`src/hdl/lkps_pkg.sv`:
```
// Shared constants and types of the LED and key scan pin sharing block.
`default_nettype none

package lkps_pkg;

  // ****************************************************************
  // Pin group sizes
  // ****************************************************************
  localparam int NUM_COM   = 8;
  localparam int NUM_ROW   = 16;
  localparam int NUM_STRAP = 3;
  localparam int NUM_KEY   = 13;
  localparam int NUM_KSRC  = 3;

  // ****************************************************************
  // Field positions on the pins
  // ****************************************************************
  localparam int COM_ADDR_POS  = 0;   // Address strobe common.
  localparam int COM_KSRC_LO   = 1;   // First key source common.
  localparam int ROW_STRAP_LO  = 0;   // First strap row, it carries strap bit 2.
  localparam int ROW_KEY_LO    = 3;   // First key data row.
  localparam int ROW_IRQ_POS   = 15;  // Row shared with the interrupt output.

  // ****************************************************************
  // Reset values
  // ****************************************************************
  localparam logic [NUM_COM-1:0]   COM_RST   = 8'hFF;
  localparam logic [NUM_ROW-1:0]   ROW_RST   = 16'h0000;
  localparam logic [NUM_ROW-1:0]   ROW_OE_RST = 16'h0000;
  localparam logic [NUM_ROW-1:0]   ROW_PD_RST = 16'hFFFF;
  localparam logic [NUM_STRAP-1:0] STRAP_RST = 3'h0;
  localparam logic [NUM_KEY-1:0]   KEY_RST   = 13'h0000;

  // ****************************************************************
  // Pin modes, Gray coded along POR, display, scan, blank
  // ****************************************************************
  typedef enum logic [1:0] {
    LKPS_POR   = 2'h0,
    LKPS_DISP  = 2'h1,
    LKPS_SCAN  = 2'h3,
    LKPS_BLANK = 2'h2
  } lkps_mode_t;

endpackage : lkps_pkg

`default_nettype wire

```
`src/hdl/lkps_pin_mux.sv`:
```
// Pin sharing logic for the LED matrix commons, rows, straps, keys and serial bus.
//
// Function
// - The serial clock is only ever an input while the serial data pin is both read and driven.
// - While displaying, the selected common is driven low and the others stay high.
// - During power-on reset and key scan, common 0 is driven high as the strap source strobe.
// - During key scan, commons 1 to 3 act as active-high key source strobes.
// - While displaying, each row whose segment is lit is driven high.
// - During power-on reset and key scan, rows 0 to 2 are strap inputs with pull-downs.
// - During key scan, the remaining rows are key data inputs with pull-downs.
// - With interrupt select clear, row 15 behaves as a normal row driver and key input.
// - With interrupt select set, row 15 carries only the interrupt output.
// - With the polarity bit set, the interrupt output is active high.
`timescale 1ns/1ps
`default_nettype none

module lkps_pin_mux
  import lkps_pkg::*;
(
  input  wire logic                 sys_clk_i,
  input  wire logic                 rst_i,
  // Mode requests from the controller core, same clock.
  input  wire logic                 por_active_i,
  input  wire logic                 key_scan_i,
  input  wire logic                 display_i,
  input  wire logic [2:0]           com_sel_i,
  input  wire logic [1:0]           key_src_sel_i,
  input  wire logic [NUM_ROW-1:0]   seg_data_i,
  input  wire logic                 int_select_i,
  input  wire logic                 int_polarity_i,
  input  wire logic                 irq_active_i,
  input  wire logic                 sda_pull_low_i,
  // Serial bus pins.
  input  wire logic                 scl_i,
  input  wire logic                 sda_i,
  output logic                      sda_o,
  output logic                      sda_oe_o,
  // LED and key matrix pins.
  output logic [NUM_COM-1:0]        com_o,
  input  wire logic [NUM_ROW-1:0]   row_i,
  output logic [NUM_ROW-1:0]        row_o,
  output logic [NUM_ROW-1:0]        row_oe_o,
  output logic [NUM_ROW-1:0]        row_pd_o,
  // Results back to the controller core.
  output logic                      scl_level_o,
  output logic                      sda_level_o,
  output logic                      scl_rise_o,
  output logic                      scl_fall_o,
  output logic [NUM_STRAP-1:0]      addr_strap_o,
  output logic [NUM_KEY-1:0]        key_data_o,
  output logic [1:0]                mode_o
);

  // ****************************************************************
  // Decoding helpers
  // ****************************************************************

  // One-hot decode of a common index, shared by display and key strobes.
  function automatic logic [NUM_COM-1:0] lkps_onehot(input logic [2:0] idx);
    logic [NUM_COM-1:0] v;
    v = '0;
    v[idx] = 1'b1;
    return v;
  endfunction

  // ****************************************************************
  // Input synchronisers
  // ****************************************************************

  // The bus clock is sampled like any other pin, never used as a clock.
  logic               scl_meta_reg;
  logic               scl_sync_reg;
  logic               scl_prev_reg;
  logic               sda_meta_reg;
  logic               sda_sync_reg;
  logic [NUM_ROW-1:0] row_meta_reg;
  logic [NUM_ROW-1:0] row_sync_reg;
  logic               scl_rise_reg;
  logic               scl_rise_next;
  logic               scl_fall_reg;
  logic               scl_fall_next;

  // Edge pulses look only at the second and third stages.
  always_comb begin
    scl_rise_next = scl_sync_reg & ~scl_prev_reg;
    scl_fall_next = ~scl_sync_reg & scl_prev_reg;
  end

  // Two flops per pin keep metastability away from the decode logic.
  always_ff @(posedge sys_clk_i) begin
    if (rst_i) begin
      scl_meta_reg <= 1'b1;
      scl_sync_reg <= 1'b1;
      scl_prev_reg <= 1'b1;
      sda_meta_reg <= 1'b1;
      sda_sync_reg <= 1'b1;
      row_meta_reg <= '0;
      row_sync_reg <= '0;
      scl_rise_reg <= 1'b0;
      scl_fall_reg <= 1'b0;
    end else begin
      scl_meta_reg <= scl_i;
      scl_sync_reg <= scl_meta_reg;
      scl_prev_reg <= scl_sync_reg;
      sda_meta_reg <= sda_i;
      sda_sync_reg <= sda_meta_reg;
      row_meta_reg <= row_i;
      row_sync_reg <= row_meta_reg;
      scl_rise_reg <= scl_rise_next;
      scl_fall_reg <= scl_fall_next;
    end
  end

  // ****************************************************************
  // Serial data driver
  // ****************************************************************

  // Open drain: the pin is only ever pulled low, never driven high.
  logic sda_oe_reg;
  logic sda_oe_next;
  logic sda_out_reg;
  logic sda_out_next;

  always_comb begin
    sda_oe_next  = sda_pull_low_i;
    sda_out_next = 1'b0;
  end

  always_ff @(posedge sys_clk_i) begin
    if (rst_i) begin
      sda_oe_reg  <= 1'b0;
      sda_out_reg <= 1'b0;
    end else begin
      sda_oe_reg  <= sda_oe_next;
      sda_out_reg <= sda_out_next;
    end
  end

  // ****************************************************************
  // Mode selection
  // ****************************************************************

  // Power-on reset outranks scanning, which outranks display.
  lkps_mode_t mode_reg;
  lkps_mode_t mode_next;

  always_comb begin
    if (por_active_i) begin
      mode_next = LKPS_POR;
    end else if (key_scan_i) begin
      mode_next = LKPS_SCAN;
    end else if (display_i) begin
      mode_next = LKPS_DISP;
    end else begin
      mode_next = LKPS_BLANK;
    end
  end

  always_ff @(posedge sys_clk_i) begin
    if (rst_i) begin
      mode_reg <= LKPS_POR;
    end else begin
      mode_reg <= mode_next;
    end
  end

  // ****************************************************************
  // Common pins
  // ****************************************************************

  logic [NUM_COM-1:0] com_reg;
  logic [NUM_COM-1:0] com_next;
  logic [NUM_COM-1:0] ksrc_hot;

  // Key strobes use the same decoder, offset to commons 1 to 3.
  always_comb begin
    ksrc_hot = lkps_onehot(3'(key_src_sel_i) + 3'(COM_KSRC_LO));
    com_next = COM_RST;
    unique case (mode_next)
      LKPS_DISP: begin
        com_next = ~lkps_onehot(com_sel_i);
      end
      LKPS_SCAN: begin
        com_next[COM_KSRC_LO +: NUM_KSRC] = ksrc_hot[COM_KSRC_LO +: NUM_KSRC];
        com_next[COM_ADDR_POS]            = 1'b1;
      end
      LKPS_POR: begin
        // Key source commons sit low so no key row is energised at reset.
        com_next[COM_KSRC_LO +: NUM_KSRC] = '0;
        com_next[COM_ADDR_POS]            = 1'b1;
      end
      LKPS_BLANK: begin
        com_next = COM_RST;
      end
    endcase
  end

  always_ff @(posedge sys_clk_i) begin
    if (rst_i) begin
      com_reg <= COM_RST;
    end else begin
      com_reg <= com_next;
    end
  end

  // ****************************************************************
  // Row pins
  // ****************************************************************

  logic [NUM_ROW-1:0] row_out_reg;
  logic [NUM_ROW-1:0] row_out_next;
  logic [NUM_ROW-1:0] row_oe_reg;
  logic [NUM_ROW-1:0] row_oe_next;
  logic [NUM_ROW-1:0] row_pd_reg;
  logic [NUM_ROW-1:0] row_pd_next;

  // Rows are released to inputs with pull-downs whenever they are read.
  always_comb begin
    row_out_next = ROW_RST;
    row_oe_next  = ROW_OE_RST;
    row_pd_next  = ROW_PD_RST;
    unique case (mode_next)
      LKPS_DISP: begin
        row_out_next = seg_data_i;
        row_oe_next  = '1;
        row_pd_next  = '0;
      end
      LKPS_SCAN: begin
        row_oe_next = '0;
        row_pd_next = '1;
      end
      LKPS_POR: begin
        // Rows outside the straps are held low so the matrix stays dark.
        row_out_next = '0;
        row_oe_next  = '1;
        row_pd_next  = '0;
        row_oe_next[ROW_STRAP_LO +: NUM_STRAP] = '0;
        row_pd_next[ROW_STRAP_LO +: NUM_STRAP] = '1;
      end
      LKPS_BLANK: begin
        row_out_next = '0;
        row_oe_next  = '1;
        row_pd_next  = '0;
      end
    endcase
    // The interrupt pin overrides every mode once it is selected.
    if (int_select_i) begin
      row_out_next[ROW_IRQ_POS] = int_polarity_i ? irq_active_i : ~irq_active_i;
      row_oe_next[ROW_IRQ_POS]  = 1'b1;
      row_pd_next[ROW_IRQ_POS]  = 1'b0;
    end
  end

  always_ff @(posedge sys_clk_i) begin
    if (rst_i) begin
      row_out_reg <= ROW_RST;
      row_oe_reg  <= ROW_OE_RST;
      row_pd_reg  <= ROW_PD_RST;
    end else begin
      row_out_reg <= row_out_next;
      row_oe_reg  <= row_oe_next;
      row_pd_reg  <= row_pd_next;
    end
  end

  // ****************************************************************
  // Strap and key capture
  // ****************************************************************

  logic [NUM_STRAP-1:0] strap_reg;
  logic [NUM_STRAP-1:0] strap_next;
  logic [NUM_KEY-1:0]   key_reg;
  logic [NUM_KEY-1:0]   key_next;
  logic                 reading;

  // Capture uses the pin mode already on the pins, but row data lags two sync stages,
  // so the first two captures see levels from before the release; the last value before leaving is held.
  always_comb begin
    reading    = (mode_reg == LKPS_POR) || (mode_reg == LKPS_SCAN);
    strap_next = strap_reg;
    key_next   = key_reg;
    if (reading) begin
      for (int i = 0; i < NUM_STRAP; i++) begin
        strap_next[NUM_STRAP-1-i] = row_sync_reg[ROW_STRAP_LO+i];
      end
    end
    if (mode_reg == LKPS_SCAN) begin
      key_next = row_sync_reg[ROW_KEY_LO +: NUM_KEY];
      if (int_select_i) begin
        key_next[NUM_KEY-1] = 1'b0;
      end
    end
  end

  always_ff @(posedge sys_clk_i) begin
    if (rst_i) begin
      strap_reg <= STRAP_RST;
      key_reg   <= KEY_RST;
    end else begin
      strap_reg <= strap_next;
      key_reg   <= key_next;
    end
  end

  // ****************************************************************
  // Output assignments
  // ****************************************************************

  // Every output is a flop; the input path adds two cycles to the bus levels and three to the edge pulses, straps and keys.
  assign sda_o        = sda_out_reg;
  assign sda_oe_o     = sda_oe_reg;
  assign com_o        = com_reg;
  assign row_o        = row_out_reg;
  assign row_oe_o     = row_oe_reg;
  assign row_pd_o     = row_pd_reg;
  assign scl_level_o  = scl_sync_reg;
  assign sda_level_o  = sda_sync_reg;
  assign scl_rise_o   = scl_rise_reg;
  assign scl_fall_o   = scl_fall_reg;
  assign addr_strap_o = strap_reg;
  assign key_data_o   = key_reg;
  assign mode_o       = mode_reg;

endmodule // lkps_pin_mux

`default_nettype wire

```
`config.mk`:
```
export PLATFORM = sky130hd
export DESIGN_NAME = lkps_pin_mux
export DESIGN_NICKNAME = d
export VERILOG_FILES = /design/src/hdl/lkps_pkg.sv /design/src/hdl/lkps_pin_mux.sv
export SDC_FILE = /design/constraint.sdc
export NUM_CORES = 1
export LEC_CHECK = 0
export ABC_AREA = 1
export BUFFER_PORTS_ARGS = -buffer_cell sky130_fd_sc_hd__buf_2
export CAP_MARGIN = 20
export CORE_MARGIN = 2
export CORE_UTILIZATION = 40
export CTS_BUF_LIST = sky130_fd_sc_hd__clkbuf_4
export DETAILED_ROUTE_END_ITERATION = 8
export MAX_ROUTING_LAYER = met4
export PLACE_DENSITY = 0.78
export REMOVE_ABC_BUFFERS = 1
export SLEW_MARGIN = 10
export SYNTH_ARGS = -nofsm -noshare
export SYNTH_HDL_FRONTEND = slang
export SYNTH_SLANG_ARGS = --single-unit
```
`constraint.sdc`:
```
create_clock -name sys_clk_i -period 1.7 [get_ports sys_clk_i]
set_input_delay 0.085 -clock sys_clk_i [delete_from_list [all_inputs] [get_ports sys_clk_i]]
set_output_delay 0.085 -clock sys_clk_i [all_outputs]
set_load 0.05 [all_outputs]
```
# Yosys cells after proc, flatten, opt, wreduce, memory -nomap -nowiden
# Cells that the tools add are included.
dict set report totals {
  reg_bits 114
  inputBits 48
  out_inout_bits 80
}
dict set report op_classes {
  add_sub_neg 1
  magnitude_cmp 4
  eq_ne 4
  mux 16
  bitwise_logic 7
  reduce_logical 7
}
# cell count
set op_table {}
lappend op_table {{one-hot mux 16 bit (3 select lines)} 2}
lappend op_table {{two-way mux 16 bit} 1}
lappend op_table {{one-hot mux 4 bit (4 select lines)} 1}
lappend op_table {{less-than comparator 3 x 4 -> 1 bit, second input constant} 2}
lappend op_table {{NOT 8 bit} 1}
lappend op_table {{two-way mux 1 bit} 7}
lappend op_table {{demux 1 bit (select 3 bit)} 2}
lappend op_table {{== test 2 bit, second input constant} 3}
lappend op_table {{>= comparator 3 x 1 -> 1 bit, second input constant} 2}
lappend op_table {{two-way mux 2 bit} 3}
lappend op_table {{zero test 2 bit} 2}
lappend op_table {{NOT 1 bit} 4}
lappend op_table {{OR reduction 2 bit} 2}
lappend op_table {{adder 2 x 1 -> 3 bit, second input constant} 1}
lappend op_table {{AND 1 bit} 2}
lappend op_table {{== test 2 x 1 -> 1 bit, second input constant} 1}
lappend op_table {{logical AND 1 bit} 2}
lappend op_table {{logical OR 1 bit} 1}

# Longest topological paths before layout
dict set report depth {
  depth_word 7
  mapped_depth 8
}

# Least setup slack after synthesis
# Ideal clock, no wire load.
dict set report synth_path {
  kind {reg-to-reg}
  startpoint {register mode_reg[1], in the netlist mode_o[1]}
  endpoint {register key_reg[10], in the netlist key_data_o[10]}
  arrival_ns 1.263
  required_time_ns 1.583
  slack_ns 0.320
  path_stages_with_launch 6
  cell_sequence {dfxtp_1 ha_1 inv_1 buf_2 nor2_1 nor2_1}
}
dict set report synth_via {
  elab_chain_len 1
}
# element line_no
set synth_rtl {}
lappend synth_rtl {{from (decl)} lkps_pin_mux.sv:144} ;# lkps_mode_t mode_reg;
lappend synth_rtl {{from (signal assigned)} lkps_pin_mux.sv:163} ;# mode_reg <= mode_next;
lappend synth_rtl {{== test 2 bit} lkps_pin_mux.sv:287} ;# if (mode_reg == LKPS_SCAN) begin
lappend synth_rtl {{to (signal assigned)} lkps_pin_mux.sv:301} ;# key_reg <= key_next;
lappend synth_rtl {{to (decl)} lkps_pin_mux.sv:272} ;# logic [NUM_KEY-1:0] key_reg;
# No other way between the ends.
# A chain may end at the register's enable or synchronous reset.

==> summary.md <==
| Metric | Value |
|---|---|
| Final Setup Violations | `0` |
| GP Congestion | `0.802` |
| Fin crit share | `96.0%` |
| Sink Count | `88` |
| Hold path cells | `5` |
| WL per Instance | `10.9 um` |
| FF-to-FF path depth | `4` |
| Inserted Clock Buffers | `9` |
| CP bufs+invs | `5` |
| Antenna-violating nets left | `0` |
| Layout fillers | `659` |
| Avg Cell Area, Syn | `8.55 um^2` |
| Fin. max-slew vios | `0` |
| Clock Path Buffers | `2` |
| Synthesized flop and latch total | `88` |
| Cell Area, Synth | `0.00299 mm^2` |
| Clock power frac | `27.2%` |
| Worst-path maximum fanout | `26` |
| Final Hold Fails | `0` |
| Synth unique cells | `20` |
| Initial antenna violation count | `0` |
| Unrepaired setup endpoints after global routing | `no` |
| Post-synth top area cell | `dfxtp_1` |
| Flop2flop setup slack | `540 ps` |
| CTS clk-pin slew, worst paths | `130 ps` |
| Root buf cell | `clkbuf_4` |
| # IOs | `128` |
| Final min period | `1630 ps` |
| Die X | `90.5 um` |
| FF+latch area | `0.00176 mm^2` |
| Routed WL | `6580 um` |
| Comb pwr share | `18.8%` |
| Post-Syn Instances | `350` |
| Crit end category | `register` |
| Number of core rows | `31` |
| Fin area | `0.00409 mm^2` |
| Cell family with most CP delay | `buffers and inverters` |
| Slowest CP cell | `dlygate4sd3_1` |
| Die Ht | `90.5 um` |
| Crit path launch type | `input port` |
| Post-CTS setup buffer count | `0` |
| PnR Total Power | `4.05 mW` |
| Reg-to-reg endpoint | `key_data_o[1]` |
| TritonCTS clock tree | `done` |
| Hold path endpoint | `row_oe_o[2]` |
| Switching share of power | `30.5%` |
| Combined area of the multi-input logic cells | `686 um^2` |
| P_int | `2.82 mW` |
| Vias in the first global route | `2,516` |
| Grt total ovfl | `0` |
| Lkg Pwr | `2.24 nW` |
| Sequential share of power | `54.0%` |
| Max cap viols | `0` |
| Synth area leaders | `dfxtp_1, nor2_1, inv_1, buf_4, o21ai_0` |
| Post-synth top area share | `58.9%` |
| Max stage delay on crit path | `550 ps` |
| Final WS setup | `68.8 ps` |
| Peak VDD IR | `0.517 mV` |
| Worst-skew pair later-pin latency | `410 ps` |
| DRT Pass-1 Iters | `4` |
| Hold slack | `151 ps` |
| CP Data Required Time | `2020 ps` |
| Initial Util | `41.3%` |
| Critical R2R Launch | `mode_o[0]` |
| DRC viols | `0` |
| WS Path Type | `in2reg` |
| Final cell count without fillers | `603` |
| DP Area | `0.00349 mm^2` |
| Sequential element share of the synthesized area | `58.9%` |
| I/O Buffers | `126` |
| GRT Total Usage | `18.0%` |
| Die area | `0.00819 mm^2` |
| Antenna cells | `0` |
| Core area | `0.00725 mm^2` |
| Global-route wire length before repair | `11,400 um` |
| Hold path startpoint | `por_active_i` |
| Largest net degree at the start of global routing | `27` |
| Skew final | `8.71 ps` |
| Hpwl dp | `4090 um` |
| Max Fclk | `0.613 GHz` |
| Via/cell ratio | `4.15` |
| Crit-path cells | `dlygate4sd3_1 > buf_2 > buf_4 > a21oi_1 > nand2_1 > dlygate4sd3_1 > inv_1` |
| CP Data Arrival Time | `1960 ps` |
| Layout area overhead | `36.8%` |
| Placed insts | `541` |
| Synth Warn # | `0` |
| Pre-CTS setup slack | `363 ps` |
| Hold WC Path Type | `in2reg` |
| Iteration-0 DRC Markers | `62` |
| Share of layout cells above drive strength 1 | `30.0%` |
| Nets@finish | `553` |
| Power Density | `989 mW/mm^2` |
| P_sw | `1.23 mW` |
| H-tree Lvls | `3` |
| Crit path top cell by count | `dlygate4sd3_1` |
| DR vias | `2,504` |
| Status | `finished clean` |
per-stage QoR:
step                      TNS (ps)  utilization (%)
after floorplan             -60360                -
after global placement           0             48.1
after detailed placement         0             48.1
after CTS                        0             56.4
after global routing             0             56.4
final                            0             56.4
synth_stat cells:
| library cell | count |
|---|---|
| a21oi_1 | 4 |
| a21oi_2 | 1 |
| buf_2 | 5 |
| buf_4 | 28 |
| buf_6 | 4 |
| conb_1 | 1 |
| dfxtp_1 | 88 |
| ha_1 | 5 |
| inv_1 | 68 |
| inv_2 | 1 |
| inv_4 | 1 |
| nand2_1 | 21 |
| nand2_4 | 1 |
| nand3_1 | 7 |
| nand4_1 | 1 |
| nor2_1 | 93 |
| nor3_1 | 1 |
| o21ai_0 | 16 |
| or2_1 | 1 |
| or2_2 | 3 |
kinds of logic after synthesis:
kind of cell,share of synthesized area (%)
DFF,58.9
and+or+nand+nor,17.1
AOI/OAI and AO/OA,3.64
other,0.125
adders and majority gates,2.09
buffers and inverters,18.2
power by group through the flow:
stage          Combinational, mW  Clock, mW  Sequential [mW]
2_1_floorplan              0.127          0             2.58
3_3_place_gp               0.664          0             2.23
3_5_place_dp               0.672          0             2.23
4_1_cts                    0.755       1.14             2.19
5_1_grt                    0.814       1.25             2.20
6_report                   0.760       1.10             2.19
layout make-up:
type                    count  area share [%]
inverters                  70            6.60
clock inverters             6            1.50
clock buffers               9            1.65
flip-flops and latches     88            43.0
repair buffers            176            27.4
multi-input cells         155            16.7
well taps                  99            3.03
layer usage:
layer  GRT usage [%]  vias to the layer above  routed length [um]
met5               -                        -                   0
met4            6.15                        0                  95
met3            5.34                       11                 406
met2            31.8                      102                3360
met1            19.1                     1108                2720
li1                -                     1283                   -
worst max path at each step:
stage | from | endpoint | slack, ps | cells after the start
final | rst_i | row_o[15] | 70 | 7
after global routing | rst_i | row_o[15] | 10 | 7
after CTS | rst_i | com_o[5] | 50 | 7
after detailed placement | display_i | com_o[2] | 360 | 8
after global placement | display_i | com_o[4] | 490 | 7
after floorplan | row_oe_o[14] | row_oe_o[10] | -2520 | 0
worst min-delay path: cells and delay by family:
kind                     cells  cell delay [ps]
AO/OA/AOI/OAI                1               60
adder cells (fa/ha/maj)      1              140
buffers and inverters        2              200
AND/OR/NAND/NOR              1               50
cell usage in the layout (no fill, tap or decap), drive strengths merged:
master       netlist  routed
nand4              1       1
bufinv             0       1
ha                 5       5
nor2              93      93
buf               37     129
inv               70      70
nand2             22      22
dfxtp             88      88
clkinvlp           0       1
clkbuf             0       9
clkinv             0       4
dlygate4sd3        0      47
conb               1       1
nor3               1       1
o21ai             16      16
nand3              7       7
a21oi              5       5
or2                4       4
timing repair:
action                                 CTS  global route
resized for setup                        0             2
endpoints found under the hold margin   49             0
setup endpoints to repair                0             1
hold buffers                            47             0
(Power assumes the default switching activity.)
